$ cat src/hv_lock_pkg.sv
package hv_lock_pkg;

  // ==========================================================================
  // Command byte layout and memory locations
  // ==========================================================================
  localparam logic [3:0] ADDR_WIPER0    = 4'h0;
  localparam logic [3:0] ADDR_WIPER1    = 4'h1;
  localparam logic [3:0] ADDR_LOCK0     = 4'h2;
  localparam logic [3:0] ADDR_LOCK1     = 4'h3;
  localparam logic [3:0] ADDR_TERMINAL_CONTROL_REGISTER      = 4'h4;
  localparam logic [3:0] ADDR_STATUS    = 4'h5;
  localparam logic [3:0] ADDR_PROTECT   = 4'hF;
  localparam logic [1:0] OP_WRITE       = 2'h0;
  localparam logic [1:0] OP_INCREMENT   = 2'h1;
  localparam logic [1:0] OP_DECREMENT   = 2'h2;
  localparam logic [1:0] OP_READ        = 2'h3;
  localparam int         CMD_BITS       = 8;
  localparam int         ERR_BIT_INDEX  = 6;

  // ==========================================================================
  // Wiper range and reset values
  // ==========================================================================
  localparam int         WIPER_W        = 9;
  localparam logic [8:0] WIPER_FULL     = 9'h100;
  localparam logic [8:0] WIPER_ZERO     = 9'h000;
  localparam logic [8:0] WIPER_RESET    = 9'h080;

  // ==========================================================================
  // Timing
  // ==========================================================================
  localparam int SYS_CLK_HZ             = 10_000_000;
  localparam int NV_WRITE_CYCLE_TIME_US = 5000;
  localparam int NV_WRITE_CYCLES =
    (NV_WRITE_CYCLE_TIME_US * (SYS_CLK_HZ / 1_000_000));
  localparam int NV_CNT_W               = 20;

  typedef struct packed {
    logic [3:0] addr;
    logic [1:0] op;
    logic [1:0] data_hi;
  } cmd_byte_s;

  typedef struct packed {
    logic wiper0_position_lock;
    logic wiper1_position_lock;
    logic write_protect;
  } nv_bits_s;

endpackage

$ cat src/sync_2ff.sv
`timescale 1ns/1ps
`default_nettype none
module sync_2ff #(
  parameter logic RST_VAL = 1'b0 // Idle level of the pin, shown in reset.
) (
  input  wire logic sys_clk, // System clock.
  input  wire logic nrst,    // Asynchronous reset, active low.
  input  wire logic din,     // Asynchronous input.
  output logic      dout     // Synchronised level.
);
  logic meta_q;
  logic meta_d;
  logic sync_d;

  always_comb begin
    meta_d = din;
    sync_d = meta_q;
  end

  always_ff @(posedge sys_clk or negedge nrst) begin
    if (!nrst) begin
      meta_q <= RST_VAL;
      dout   <= RST_VAL;
    end else begin
      meta_q <= meta_d;
      dout   <= sync_d;
    end
  end
endmodule
`default_nettype wire

$ cat src/hv_protect_lock_command_handler.sv
`timescale 1ns/1ps
`default_nettype none
module hv_protect_lock_command_handler
  import hv_lock_pkg::*;
#(
  parameter int NV_CYCLES = hv_lock_pkg::NV_WRITE_CYCLES
) (
  input  wire logic              sys_clk,          // System clock, 10 MHz.
  input  wire logic              nrst,             // Async reset, active low.
  input  wire logic              cs_n,             // Chip select pin.
  input  wire logic              sck,              // Serial clock pin.
  input  wire logic              sdi,              // Serial data in pin.
  input  wire logic              high_voltage_in,  // Chip select at high level.
  output logic                   sdo_o,            // Serial data out level.
  output logic                   sdo_oe,           // Open-drain pull-low.
  output logic [WIPER_W-1:0]     wiper0_q,         // Volatile wiper 0.
  output logic [WIPER_W-1:0]     wiper1_q,         // Volatile wiper 1.
  output hv_lock_pkg::nv_bits_s  nv_bits_q,        // Lock and protect bits.
  output logic                   nv_write_active_flag, // Write cycle runs.
  output logic                   command_error_flag    // Command error seen.
);
  import hv_lock_pkg::*;

  // ==========================================================================
  // Pin synchronisers
  // ==========================================================================
  logic cs_s;
  logic sck_s;
  logic sdi_s;
  logic hv_s;

  // Each synchroniser resets to its pin's idle level, so that no false
  // edge is seen on the first clocks after reset.
  sync_2ff #(.RST_VAL(1'b1)) u_cs (.sys_clk(sys_clk), .nrst(nrst),
                  .din(cs_n), .dout(cs_s));
  sync_2ff u_sck (.sys_clk(sys_clk), .nrst(nrst), .din(sck),
                  .dout(sck_s));
  sync_2ff u_sdi (.sys_clk(sys_clk), .nrst(nrst), .din(sdi),
                  .dout(sdi_s));
  sync_2ff u_hv  (.sys_clk(sys_clk), .nrst(nrst), .din(high_voltage_in),
                  .dout(hv_s));

  // ==========================================================================
  // Serial shifter and command decode
  // ==========================================================================
  logic                 sck_prev_q, sck_prev_d;
  logic                 cs_prev_q, cs_prev_d;
  logic [CMD_BITS-1:0]  shift_q, shift_d;
  logic [3:0]           bit_cnt_q, bit_cnt_d;
  logic                 err_q, err_d;
  logic                 nv_pend_q, nv_pend_d;
  nv_bits_s             nv_next_q, nv_next_d;
  logic [WIPER_W-1:0]   w0_d, w1_d;
  nv_bits_s             nv_d;
  logic [NV_CNT_W-1:0]  nv_cnt_q, nv_cnt_d;
  logic                 nv_busy_q, nv_busy_d;
  logic                 sdo_d, sdo_oe_d;

  logic      rise, fall, cs_active, cs_release;
  cmd_byte_s cmd;
  logic      byte_done;
  logic [CMD_BITS-1:0] byte_now;

  always_comb begin
    rise       = sck_s & ~sck_prev_q;
    fall       = ~sck_s & sck_prev_q;
    cs_active  = ~cs_s;
    cs_release = cs_s & ~cs_prev_q;
    byte_now   = {shift_q[CMD_BITS-2:0], sdi_s};
    byte_done  = cs_active && rise && (bit_cnt_q == 4'(CMD_BITS - 1));
    cmd        = cmd_byte_s'(byte_now);
  end

  always_comb begin
    sck_prev_d = sck_s;
    cs_prev_d  = cs_s;
    shift_d    = shift_q;
    bit_cnt_d  = bit_cnt_q;
    err_d      = err_q;
    nv_pend_d  = nv_pend_q;
    nv_next_d  = nv_next_q;
    w0_d       = wiper0_q;
    w1_d       = wiper1_q;
    nv_d       = nv_bits_q;
    nv_cnt_d   = nv_cnt_q;
    nv_busy_d  = nv_busy_q;
    if (!cs_active) begin
      bit_cnt_d = 4'h0;
      err_d     = 1'b0;
    end else if (rise) begin
      shift_d = byte_now;
      if (byte_done) begin
        bit_cnt_d = 4'h0;
        if (cmd.op == OP_INCREMENT || cmd.op == OP_DECREMENT) begin
          unique case (cmd.addr)
            ADDR_WIPER0: begin
              if (cmd.op == OP_DECREMENT && wiper0_q != WIPER_ZERO
                  && wiper0_q <= WIPER_FULL)
                w0_d = wiper0_q - 9'h001;
              else if (cmd.op == OP_INCREMENT && wiper0_q < WIPER_FULL)
                w0_d = wiper0_q + 9'h001;
            end
            ADDR_WIPER1: begin
              if (cmd.op == OP_DECREMENT && wiper1_q != WIPER_ZERO
                  && wiper1_q <= WIPER_FULL)
                w1_d = wiper1_q - 9'h001;
              else if (cmd.op == OP_INCREMENT && wiper1_q < WIPER_FULL)
                w1_d = wiper1_q + 9'h001;
            end
            ADDR_LOCK0, ADDR_LOCK1, ADDR_PROTECT: begin
              // Without the high level on chip select, or while the
              // memory is busy, the command is dropped silently.
              if (hv_s && !nv_busy_q && !nv_pend_q) begin
                nv_pend_d = 1'b1;
                nv_next_d = nv_bits_q;
                if (cmd.addr == ADDR_LOCK0)
                  nv_next_d.wiper0_position_lock = (cmd.op == OP_DECREMENT);
                else if (cmd.addr == ADDR_LOCK1)
                  nv_next_d.wiper1_position_lock = (cmd.op == OP_DECREMENT);
                else
                  nv_next_d.write_protect = (cmd.op == OP_DECREMENT);
              end
            end
            default: err_d = 1'b1;
          endcase
        end
      end else begin
        bit_cnt_d = bit_cnt_q + 4'h1;
      end
    end
    // The write starts on release only, so a byte cut short never commits.
    if (nv_busy_q) begin
      if (nv_cnt_q == NV_CNT_W'(NV_CYCLES - 1)) begin
        nv_busy_d = 1'b0;
        nv_d      = nv_next_q;
      end
      nv_cnt_d = nv_cnt_q + NV_CNT_W'(1);
    end else if (cs_release && nv_pend_q) begin
      nv_pend_d = 1'b0;
      nv_busy_d = 1'b1;
      nv_cnt_d  = '0;
    end
  end

  // ==========================================================================
  // Serial output: pulled low on the eighth clock's falling edge, low while error holds
  // ==========================================================================
  always_comb begin
    sdo_d    = sdo_o;
    sdo_oe_d = sdo_oe;
    if (!cs_active) begin
      sdo_d    = 1'b1;
      sdo_oe_d = 1'b0;
    end else if (fall) begin
      if (err_q) begin
        sdo_d    = 1'b0;
        sdo_oe_d = 1'b1;
      end else begin
        sdo_d    = 1'b1;
        sdo_oe_d = 1'b0;
      end
    end
  end

  always_ff @(posedge sys_clk or negedge nrst) begin
    if (!nrst) begin
      sck_prev_q <= 1'b0;
      cs_prev_q  <= 1'b1;
      shift_q    <= '0;
      bit_cnt_q  <= 4'h0;
      err_q      <= 1'b0;
      nv_pend_q  <= 1'b0;
      nv_next_q  <= '0;
      wiper0_q   <= WIPER_RESET;
      wiper1_q   <= WIPER_RESET;
      nv_bits_q  <= '0;
      nv_cnt_q   <= '0;
      nv_busy_q  <= 1'b0;
      sdo_o      <= 1'b1;
      sdo_oe     <= 1'b0;
      nv_write_active_flag <= 1'b0;
      command_error_flag   <= 1'b0;
    end else begin
      sck_prev_q <= sck_prev_d;
      cs_prev_q  <= cs_prev_d;
      shift_q    <= shift_d;
      bit_cnt_q  <= bit_cnt_d;
      err_q      <= err_d;
      nv_pend_q  <= nv_pend_d;
      nv_next_q  <= nv_next_d;
      wiper0_q   <= w0_d;
      wiper1_q   <= w1_d;
      nv_bits_q  <= nv_d;
      nv_cnt_q   <= nv_cnt_d;
      nv_busy_q  <= nv_busy_d;
      sdo_o      <= sdo_d;
      sdo_oe     <= sdo_oe_d;
      nv_write_active_flag <= nv_busy_d;
      command_error_flag   <= err_d;
    end
  end
endmodule
`default_nettype wire

$ cat config.mk
export PLATFORM = sky130hd
export DESIGN_NAME = hv_protect_lock_command_handler
export DESIGN_NICKNAME = d
export VERILOG_FILES = /design/src/hv_lock_pkg.sv /design/src/sync_2ff.sv /design/src/hv_protect_lock_command_handler.sv
export SDC_FILE = /design/constraint.sdc
export NUM_CORES = 1
export LEC_CHECK = 0
export BUFFER_PORTS_ARGS = -buffer_cell sky130_fd_sc_hd__buf_4
export CAP_MARGIN = 20
export CORE_MARGIN = 1.5
export CORE_UTILIZATION = 30
export DETAILED_ROUTE_END_ITERATION = 10
export PLACE_DENSITY = 0.42
export SKIP_CTS_REPAIR_TIMING = 1
export SYNTH_ARGS = -nofsm -noshare
export SYNTH_HDL_FRONTEND = slang
export SYNTH_SLANG_ARGS = --single-unit
$ cat constraint.sdc
create_clock -name sys_clk -period 5.75 [get_ports sys_clk]
set_input_delay 1.15 -clock sys_clk [delete_from_list [all_inputs] [get_ports sys_clk]]
set_output_delay 1.15 -clock sys_clk [all_outputs]
set_load 0.05 [all_outputs]
==> results by stage, run 1 <==
Timing:
- Static timing analysis puts the maximum clock frequency at 307 MHz.
- The transition time at the pin with the least slew margin is 917 ps.
- In the finished design, the share of the clock period the worst path needs comes to 56.7%.
- Setup repair after global routing left no endpoint under its margin.
- The clock skew is 5.91 ps.
- In the final timing run, aggregate negative setup slack is 0 ps.
- The number of setup violations in the final report is 0.
- The time the worst path needs with I/O delays and setup is 3260 ps.
- The worst pin sits at a relative slew slack of 38.9%.
- The number of slew-limit violations in the final report is 0.
- The hold violation total from the final report is 0.

Logic synthesis:
- The netlist uses 56 different library cells.
- Of all flip-flops after synthesis, the portion carrying an async set or reset was 100%.
- The library cell with the highest instance count after synthesis is sky130_fd_sc_hd__dfrtp_1.
- The prevailing post-synth register cell is sky130_fd_sc_hd__dfrtp_1.
- Counting every net in the synthesized netlist gives 379.
- The synthesized design devotes to its leading area cell type 42.4% of total area.
- The per-instance average area after synthesis is 10.7 µm².
- sky130_fd_sc_hd__dfrtp_1 takes more of the synthesized area than any other cell.
- The synthesized instance count is 353.
- The post-synth design cell area is 3770 µm².
- The number of warnings printed during yosys synthesis is 0.
- By area the synthesized netlist is led by sky130_fd_sc_hd__dfrtp_1 42%, sky130_fd_sc_hd__mux2_2 6.6%, sky130_fd_sc_hd__ha_1 6.0%.
- Counting flops with a built-in enable in the synthesized netlist gives 0.
- Sequential elements use 46.6% of the synthesized area.
- The number of register bits inferred by synthesis is 70.
- The commonest cells after synthesis are 64 x sky130_fd_sc_hd__dfrtp_1, 33 x sky130_fd_sc_hd__nand2_1, 22 x sky130_fd_sc_hd__mux2_2, 22 x sky130_fd_sc_hd__o21ai_0, 18 x sky130_fd_sc_hd__ha_1.

Worst setup path:
- The required arrival time at the worst endpoint is 6020 ps.
- The most critical setup path has its startpoint at wiper1_q[0].
- The largest single stage delay on the critical path is 660 ps.
- The end point of the critical path is wiper1_q[7].
- The worst flop-to-flop path endpoint is wiper1_q[7].
- The critical path goes through nor4_1, a21oi_1, and3b_1, ha_1, a211oi_1, o21ai_0, o31ai_1, xnor2_1, mux2_2.
- The type of element capturing the critical path is a flop.
- The critical path in this run is classified as reg -> reg.
- Data on the critical path arrives at its endpoint at 3530 ps.
- Along the worst path, the maximum fanout reaches 9.
- The cell with the biggest individual delay on the critical path is sky130_fd_sc_hd__nor4_1.
- The buffering stage count on the worst path with inverters included is 0.
- Among cell families on the critical path, the largest total delay comes from simple AND/OR/NAND/NOR gates.
- The setup check on the worst reg-to-reg path leaves a slack of 2490 ps.
- In this run the number of cells on the critical path is 9.
- The startpoint type of the worst setup path is a flop.
- The launch instance of the worst register-to-register path is wiper1_q[0].
- The number of cells on the worst reg-to-reg path is 9.

Route:
- The number of nets still failing antenna checks after routing is 0.
- The routed wire length is 8000 µm.
- The overall via count from detail_route is 2769.
- The average wire per standard cell is 14.3 µm.
- In this run, the number of DRC markers left after iteration 0 of detailed routing was 147.
- In the routed layout, each cell is associated on average with a via count of 4.95.
- The number of iterations in the first detailed-routing pass is 4.
- The number of remaining DRC errors is 0.

Clocking:
- The clock buffer count from CTS is 9.
- The clock drives 70 sinks.
- The clock insertion delay at the later pin of the skew report is 340 ps.
- TritonCTS built the clock tree.
- The depth of the CTS H-tree is 3.
- In this run the deepest clock path goes through 2 buffers.
- CTS placed an instance of sky130_fd_sc_hd__clkbuf_16 at the clock tree root.
- After clock tree synthesis, the clock-pin slew on the worst setup and hold paths is 60 ps.

Pwr:
- Internal power comes to 914 µW.
- In this run the static leakage power is 2.07 nW.
- Net switching is 28.2% of the power.
- The sum of internal, switching and leakage power is 1.27 mW.
- In this run, the combinational gates consume 13.0% of the power.
- The worst-case IR drop observed on VDD is 0.142 mV.
- The switching power is 360 µW.
- The sequential fraction of design power is 42.4%.
- The clock network accounts for 44.5% of the total power.
- In this run the power density over the cells is 285 nW/µm².

Global routing:
- The initial antenna violation count was 0.
- The first global-routing pass estimated 13800 µm of wire.
- Entering global routing, the biggest net connects 71 pins.
- The total overflow left after global routing is 0.
- Global routing used 13.6% of the available tracks.
- The number of global-route vias before repair was 2747.

Finish:
- The number of fillers in the final layout is 1235.
- Summing all multi-input logic gate instances after layout gives 1930 µm².
- The number of antenna repair diodes is 0.
- The layout overhead on the synthesized area is 18.5%.
- The post-route netlist has 22.3% of its cells at a drive strength greater than 1.
- The area taken by flip-flops and latches is 1760 µm².
- The net count of the finished layout is 412.

Status:
- The run finished with clean final reports.

Floorplan:
- The region available for standard cell placement spans 12200 µm².
- The initial core utilization is 31.0%.
- The vertical die dimension is 115 µm.
- The number of ports placed on the die boundary is 31.
- The floorplan step set the die width to 115 µm.
- The floorplan has 40 rows.
- The die covers 13300 µm².

Job:
- The count of max-cap constraint violations is 0.

Placement:
- The routability congestion estimate from global placement is 0.760.
- The count of input and output buffers is 30.
- The estimated wirelength of the detail-placed design is 5480 µm.

Worst hold path:
- The path category of the worst min-delay check is reg -> reg.
worst register-to-register path, delay by kind of cell, from the launching register on:
family / cells / cell delay, ps
fa+ha+maj: 1 / 330
simple gates: 2 / 1190
mux: 1 / 260
flops: 1 / 460
xor+xnor: 1 / 90
compound gates: 4 / 840
how the worst min path moves through the flow:
| stage | from | end | slack, ps | cells past startpoint |
|---|---|---|---|---|
| final | u_sdi.meta_q | u_sdi.dout | 350 | 0 |
| after global routing | u_sdi.meta_q | u_sdi.dout | 360 | 0 |
| after CTS | u_sdi.meta_q | u_sdi.dout | 350 | 0 |
| after detailed placement | u_hv.meta_q | u_hv.dout | 330 | 0 |
| after global placement | u_sdi.meta_q | u_sdi.dout | 330 | 0 |
| after floorplan | u_hv.meta_q | u_hv.dout | 330 | 0 |
through the flow:
stage                     std cells  hold WS, ps  util, %  setup slack, ps  area (µm²)
after floorplan                 353          331        -             2720        3770
after global placement          543          333     34.3             2510        4170
after detailed placement        543          335     34.3             2440        4170
after CTS                       559          349     36.8             2430        4470
after global routing            559          356     36.8             2160        4470
final                           559          347     36.8             2490        4470
power by group through the flow:
stage	clock, mW	sequential [mW]	combinational, mW
final	0.567	0.541	0.166
after global routing	0.614	0.545	0.187
after CTS	0.592	0.540	0.169
after detailed placement	0	0.549	0.168
after global placement	0	0.549	0.168
after floorplan	0	0.549	0.117
final cells by class:
class	count	share of cell area, %
repair buffers	31	5.20
clock inverters	7	1.65
multi-input cells	262	43.1
flip-flops and latches	70	39.3
inverters	12	1.01
well taps	168	4.70
clock buffers	9	5.03
cells by family after synthesis:
kind of cell | share of synthesized area (%)
and+or+nand+nor | 15.9
DFF | 46.6
muxes | 8.99
AOI/OAI and AO/OA | 15.4
buffers and inverters | 2.32
xor gates and xnor gates | 3.71
adders and majority gates | 7.03
flip-flops by register name (all words and copies together), names as in the netlist, 3 cells and up:
name / flops
wiper1_q: 9
nv_next_q: 3
bit_cnt_q: 4
nv_bits_q: 3
nv_cnt_q: 20
wiper0_q: 9
shift_q: 7
cell usage in the layout (no fill, tap or decap), types with 2 or more instances in the layout:
master	synthesis	routed
sky130_fd_sc_hd__and3_1	4	4
sky130_fd_sc_hd__mux2i_1	8	8
sky130_fd_sc_hd__nand2_1	33	33
sky130_fd_sc_hd__o311ai_0	3	3
sky130_fd_sc_hd__a21o_1	4	4
sky130_fd_sc_hd__o41ai_1	3	3
sky130_fd_sc_hd__clkinv_2	0	2
sky130_fd_sc_hd__nand4_1	8	8
sky130_fd_sc_hd__inv_1	12	12
sky130_fd_sc_hd__nand3_1	16	16
sky130_fd_sc_hd__buf_4	0	31
sky130_fd_sc_hd__o21ai_0	22	22
sky130_fd_sc_hd__o31ai_2	3	3
sky130_fd_sc_hd__xnor2_1	9	9
sky130_fd_sc_hd__nor3_1	5	5
sky130_fd_sc_hd__ha_1	18	18
sky130_fd_sc_hd__nor2b_1	3	3
sky130_fd_sc_hd__fa_1	2	2
sky130_fd_sc_hd__o211ai_2	3	3
sky130_fd_sc_hd__o211ai_1	2	2
sky130_fd_sc_hd__o21a_1	3	3
sky130_fd_sc_hd__and3b_1	4	4
sky130_fd_sc_hd__a21oi_1	17	17
sky130_fd_sc_hd__clkinv_4	0	2
sky130_fd_sc_hd__nor4_1	7	7
sky130_fd_sc_hd__nand2b_1	6	6
sky130_fd_sc_hd__or4_1	2	2
sky130_fd_sc_hd__a31oi_1	5	5
sky130_fd_sc_hd__nor2_1	16	16
sky130_fd_sc_hd__o31ai_1	4	4
sky130_fd_sc_hd__clkbuf_16	0	9
sky130_fd_sc_hd__xor2_1	7	7
sky130_fd_sc_hd__a211oi_1	3	3
sky130_fd_sc_hd__mux2_2	22	22
sky130_fd_sc_hd__dfstp_2	6	6
sky130_fd_sc_hd__dfrtp_1	64	64
layer usage:
| layer | routed length, µm | up-vias | GRT usage [%] | part of all wire, % |
|---|---|---|---|---|
| met3 | 282 | 11 | 4.38 | 3.5 |
| met1 | 3910 | 1356 | 17.5 | 49 |
| met2 | 3660 | 32 | 21.1 | 46 |
| met5 | 0 | - | 0 | 0 |
| li1 | - | 1370 | - | - |
| met4 | 144 | 0 | 6.17 | 1.8 |
Note: power is estimated with default switching activity, not from simulation.
==> run 2: changes to the inputs <==
- PLACE_DENSITY: 0.42 -> 0.43
- clock period: 5.75 -> 2.8 ns (I/O delays scaled with it)
==> results by stage, run 2 (same netlist as run 1, synthesis figures left out) <==
Pwr:
- The leakage power is 2.24 nW.
- Across the VDD grid, the largest voltage drop is 0.414 mV.
- The total power density per cell area is 594 nW/µm².

Route:
- The number of remaining DRC errors is 0.
- The average wire per standard cell is 14.1 µm.
- Wires add up to 8260 µm.
- The number of design-rule violations left by the first detailed-router iteration is 146.
- In this run the remaining antenna-violating nets after routing total 0.
- The number of vias per cell after detailed routing is 4.92.
- The number of iterations in the first detailed-routing pass is 4.
- The overall via count from detail_route is 2874.

Status:
- The run finished with clean final reports.

Finish:
- The fraction of final layout cells with drive strength greater than 1 is 29.6%.
- The library cells used most frequently in the layout, excluding fill and tap cells, are 63 x sky130_fd_sc_hd__dfrtp_1, 54 x sky130_fd_sc_hd__buf_4, 33 x sky130_fd_sc_hd__nand2_1, 22 x sky130_fd_sc_hd__mux2_2, 22 x sky130_fd_sc_hd__o21ai_0.
- Relative to the synthesized area, the layout overhead comes to 28.1%.
- The largest registers in the layout are nv_cnt_q: 20 flops, wiper0_q: 9 flops, wiper1_q: 9 flops.
- The number of fillers in the final layout is 1201.
- At the end of the flow the core is filled with cells to 39.7%.
- nv_cnt_q holds more flip-flops than any other register.
- The number of antenna repair diodes is 0.
- After the flow finishes, the layout carries non-filler instances totaling 584.
- The flip-flop count of the largest register after layout is 20.
- The most frequent standard cell in the layout excluding fill and tap cells is sky130_fd_sc_hd__dfrtp_1.
- In the final design database the tool counted 437 nets.

Worst setup path:
- The worst register-to-register path has a depth of 10.
- The type of element capturing the critical path is a flop.
- The category of the critical setup timing path is reg -> reg.
- The peak fanout along the critical path is 8.
- The required arrival time at the worst endpoint is 3010 ps.
- STA puts the critical path data arrival time at 2890 ps.
- The startpoint type of the worst setup path is a flop.

Floorplan:
- The area of the placeable core is 12200 µm².
- In this run the count of I/O pins placed on the die edge is 31.
- The initialized floorplan defines 40 standard-cell rows.
- Once the floorplan was initialized, standard cells occupied 31.0% of the core.
- The vertical die dimension is 115 µm.
- The area enclosed by the die boundary is 13300 µm².
- The die is 115 µm wide.

Timing:
- In this run the tightest slew margin relative to its limit is 59.2%.
- The accumulated negative setup slack is 0 ps.
- Setup repair after global routing could not meet its margin everywhere.
- The hold violation total from the final report is 0.
- Setup violations remaining at the end of the flow were counted as 0.
- The time the worst path needs with I/O delays and setup is 2680 ps.
- At the pin with the least slew margin, the transition time is 608 ps.
- The timing-limited maximum frequency is 373 MHz.
- The clock skew is 7.10 ps.
- After layout, the worst path uses 95.7% of the clock period.
- The number of slew-limit violations in the final report is 0.

Worst hold path:
- In this run the worst hold path is classified as in -> async.

Global routing:
- Entering global routing, the biggest net connects 44 pins.
- The first global-routing pass estimated 14000 µm of wire.
- The global route total overflow is 0.
- In the global route stage, overall resource usage came out at 13.5%.
- The number of global-route vias before repair is 2776.
- The initial antenna violation count is 0.

Placement:
- Port buffering added 30 buffers.
- At the end of routability-driven placement, the weighted congestion stood at 0.755.
- The estimated wirelength of the detail-placed design is 5770 µm.
- Once placement completed, the tool counted placed cells totaling 561.

Clocking:
- The TritonCTS sink count is 70.
- The clock insertion delay at the later pin of the skew report is 330 ps.
- The clock buffer count from CTS is 9.
- The largest buffer count on any clock path is 2.
- The tree is rooted in a sky130_fd_sc_hd__clkbuf_16.
- The depth of the CTS H-tree is 3.
- Clock-pin slew was measured on the worst setup and hold paths at 60 ps.
- The clock tree from TritonCTS is done.

Job:
- The count of max-cap constraint violations is 0.
==> run 2: cell types whose count changed in the layout (fill, tap and decap cells not counted), sizes merged <==
| cell | delta |
|---|---|
| buf | +25 |
| clkinv | -4 |
| bufinv | +2 |
| clkbuf | +2 |
| clkinvlp | +1 |
| inv | -1 |
==> run 2: layout make-up <==
cell class / instances / area (µm²) / share of cell area, %
multi-input combinational: 262 / 2020 / 41.8
timing repair buffer: 56 / 437 / 9.04
clock buffer: 11 / 253 / 5.23
sequential: 70 / 1760 / 36.4
inverter: 12 / 45.0 / 0.932
tap: 168 / 210 / 4.35
clock inverter: 5 / 105 / 2.18
==> run 2: worst paths after layout <==
| kind | endpoint | slack (ps) | from |
|---|---|---|---|
| min | wiper0_q[8] | 230 | nrst |
| max in group asynchronous | cs_prev_q | 1940 | nrst |
| max reg2reg | wiper1_q[6] | 120 | wiper1_q[5] |
| max | wiper1_q[6] | 120 | wiper1_q[5] |
| min in group sys_clk | u_cs.meta_q | 330 | cs_n |
| min reg2reg | u_sdi.dout | 350 | u_sdi.meta_q |
==> run 2: where the power goes <==
group / internal, mW / switching, mW
combinational: 0.179 / 0.232
clock: 0.918 / 0.433
sequential: 1.06 / 0.0502
total: 2.15 / 0.716
==> run 2: through the flow <==
step / worst slack [ps] / instance area (µm²) / power, mW / hold WS, ps
global route: -11.2 / 4830 / 3.02 / 274
finish: 121 / 4830 / 2.87 / 233
CTS: -8.59 / 4710 / 2.88 / 249
floorplan: 5.97 / 3800 / 1.37 / 264
detailed placement: 10.2 / 4350 / 1.50 / 335
global placement: 128 / 4350 / 1.50 / 334
==> run 2: layer usage <==
metal	part of all wire [%]	vias up	GRT usage (%)
met1	48	1389	17.9
met2	46	47	20.8
met4	1.4	0	4.20
met3	4.4	9	4.85
met5	0	-	0
li1	-	1429	-
==> run 2: worst max-delay path, stage by stage (launching register included) <==
cell and delay (ps):
sky130_fd_sc_hd__dfrtp_1 440, sky130_fd_sc_hd__nor4_4 400, sky130_fd_sc_hd__nand3_1 110, sky130_fd_sc_hd__and3b_2 290, sky130_fd_sc_hd__buf_4 150, sky130_fd_sc_hd__fa_1 390, sky130_fd_sc_hd__nand3_1 120, sky130_fd_sc_hd__nand2_1 90
sky130_fd_sc_hd__a31oi_1 210, sky130_fd_sc_hd__xnor2_1 100, sky130_fd_sc_hd__mux2_2 260
==> run 3: changes to the inputs <==
- PLACE_DENSITY: 0.43 -> unset
==> results by stage, run 3 (same netlist as run 1, synthesis figures left out) <==
Route:
- The routed wire length is 7940 µm.
- The detail route stage leaves a number of antenna-violating nets equal to 0.
- After detailed routing, the average wire length per cell comes to 13.8 µm.
- In the routed design, unresolved DRC markers number 0.
- The overall via count from detail_route is 2871.
- The number of iterations in the first detailed-routing pass is 4.
- The first routing iteration left 119 violations.
- Using the TritonRoute via totals, the vias-per-cell ratio works out to 4.98.

Worst setup path:
- Traced cell by cell, the critical path runs through nor4_4, nand2_1, mux2i_4, ha_1, a21oi_1, a21oi_1, and3b_1, mux2_2, o22ai_1.
- The largest stage delay on the critical path is 410 ps.
- The worst setup path is launched from a flop.
- In this design, the largest share of critical-path delay is due to simple AND/OR/NAND/NOR gates.
- STA puts the critical path data arrival time at 2890 ps.
- The required arrival time at the worst endpoint is 3050 ps.
- The peak fanout along the critical path is 8.
- The buffering stage count on the worst path with inverters included is 0.
- The worst setup path is of the reg -> reg kind.
- The cell seen most often among critical-path stages is sky130_fd_sc_hd__a21oi_1.
- On the critical path, the stage with the largest delay is an instance of sky130_fd_sc_hd__dfrtp_1.
- STA classifies the critical path endpoint as a flop.

Global routing:
- Global routing finished with a remaining overflow of 0.
- The number of global-route vias before repair is 2810.
- Across every metal layer, demand over resource in global routing totals 13.1%.
- Entering global routing, the biggest net connects 38 pins.
- The initial antenna violation count was 0.
- The first global-routing pass estimated 13600 µm of wire.

Clocking:
- The clock-pin transition on the worst setup and hold timing paths is 50 ps.
- TritonCTS built the clock tree.
- CTS built an H-tree with a depth of 3.
- The clock insertion delay at the later pin of the skew report is 330 ps.
- CTS placed an instance of sky130_fd_sc_hd__clkbuf_16 at the clock tree root.
- Counting the buffers created by CTS gives 9.
- No sink is reached through more buffers than the 2 on the longest clock path.
- The tree built by TritonCTS fans out to 70 sinks.

Timing:
- Setup violations remaining at the end of the flow were counted as 0.
- The number of slew-limit violations in the final report is 0.
- Setup repair after global routing left no endpoint under its margin.
- The final period utilization is 94.4%.
- Static timing analysis puts the maximum clock frequency at 378 MHz.
- The hold violation total from the final report is 0.
- At the pin with the least slew margin, the transition time is 629 ps.
- The tightest hold path in the finished design has a slack of 202 ps.
- The clock skew is 6.45 ps.
- The relative slew slack is 57.7%.
- The final setup slack of the worst path is 156 ps.
- The time the worst path needs with I/O delays and setup is 2640 ps.

Floorplan:
- The area of the placeable core is 12200 µm².
- The floorplan step defined a die boundary enclosing 13300 µm².
- The number of ports placed on the die boundary is 31.
- The initial core utilization is 31.0%.
- After floorplanning, the core was divided into 40 placement rows.
- From left edge to right edge, the die measures 115 µm.
- The floorplan step set the die height to 115 µm.

Placement:
- The worst-case setup slack after placement is -56.9 ps.
- The wire-length estimate of the detail-placed layout is 5700 µm.
- During placement, the flow inserted port buffers numbering 30.
- The routability congestion estimate from global placement is 0.815.
- The post-place instance area is 4320 µm².

Pwr:
- The switching share of power is 27.2%.
- The portion of total power attributed to combinational logic is 14.7%.
- The maximum VDD drop is 0.302 mV.
- Power spread over the standard cell area amounts to 545 nW/µm².
- For this design the static power due to leakage is 2.18 nW.
- Overall power consumption after layout is estimated at 2.55 mW.
- The switching power is 694 µW.
- The internal power is 1.85 mW.
- Sequential cells burn 43.6% of the power.
- The portion of total power attributed to the clock network is 41.8%.

Finish:
- Counting flops per register, the top entry is nv_cnt_q.
- Of the cells placed in the final design, the portion with a size suffix greater than 1 is 27.6%.
- The register with the most flip-flops in the layout has 20 of them.
- The post-route standard cell area excluding fillers is 4670 µm².
- The library cell used most frequently in the layout, excluding fill and tap cells, is sky130_fd_sc_hd__dfrtp_1.
- The layout overhead on the synthesized area is 23.9%.
- The top cell types in the final layout, fill and taps aside, are 63 x sky130_fd_sc_hd__dfrtp_1, 48 x sky130_fd_sc_hd__buf_4, 33 x sky130_fd_sc_hd__nand2_1, 22 x sky130_fd_sc_hd__mux2_2, 21 x sky130_fd_sc_hd__o21ai_0.
- The largest registers in the layout are nv_cnt_q: 20 flops, wiper0_q: 9 flops, wiper1_q: 9 flops.
- Once layout is complete, the utilization of the core stands at 38.4%.
- The number of antenna repair diodes is 0.
- After filler insertion, the fill cell instance count of the layout stands at 1191.
- The final-stage net count is 430.

Status:
- The run finished with clean final reports.

Job:
- Max-cap violations in this run came to 0.

Worst hold path:
- The path category of the worst min-delay check is in -> async.
## run 3: cell count changes in the layout (fill, tap and decap cells not counted), sizes merged
cell	before	now
bufinv	3	0
buf	56	49
clkinv	0	3
clkbuf	11	12
clkinvlp	2	1
## run 3: cell type report
class                           count  area, µm²  share of cell area (%)
Multi-Input combinational cell    262       2000                    42.8
Timing Repair Buffer               49        380                    8.14
Sequential cell                    70       1760                    37.7
Clock inverter                      4       22.5                   0.482
Tap cell                          168        210                    4.50
Clock buffer                       12        256                    5.49
Inverter                           12       45.0                   0.964
## run 3: path summary, 6_finish.rpt
check / slack, ps / endpoint / from / cells after the start
max: 160 / wiper0_q[8] / wiper0_q[2] / 9
min: 200 / nv_cnt_q[11] / nrst / 1
max reg2reg: 160 / wiper0_q[8] / wiper0_q[2] / 9
min reg2reg: 350 / u_sck.dout / u_sck.meta_q / 0
max in group asynchronous: 1990 / sdo_o / nrst / 2
min in group sys_clk: 330 / u_sdi.meta_q / sdi / 1
## run 3: routing by layer
layer  global-route usage (%)  share of wire [%]
met2                     20.9                 47
met5                        0                  0
met4                     3.46               0.99
met1                     17.0                 49
met3                     4.38                3.3
## run 3: power by group through the flow
stage	Combinational [mW]	Sequential (mW)	Clock, mW
2_1_floorplan	0.245	1.13	0
3_3_place_gp	0.355	1.12	0
3_5_place_dp	0.363	1.12	0
4_1_cts	0.366	1.11	1.09
5_1_grt	0.422	1.12	1.14
6_report	0.374	1.11	1.06
## run 3: per-stage QoR
stage	setup TNS [ps]	cells
after floorplan	0	353
after global placement	-2.89	557
after detailed placement	-57.4	557
after CTS	-76.6	573
after global routing	0	577
final	0	577
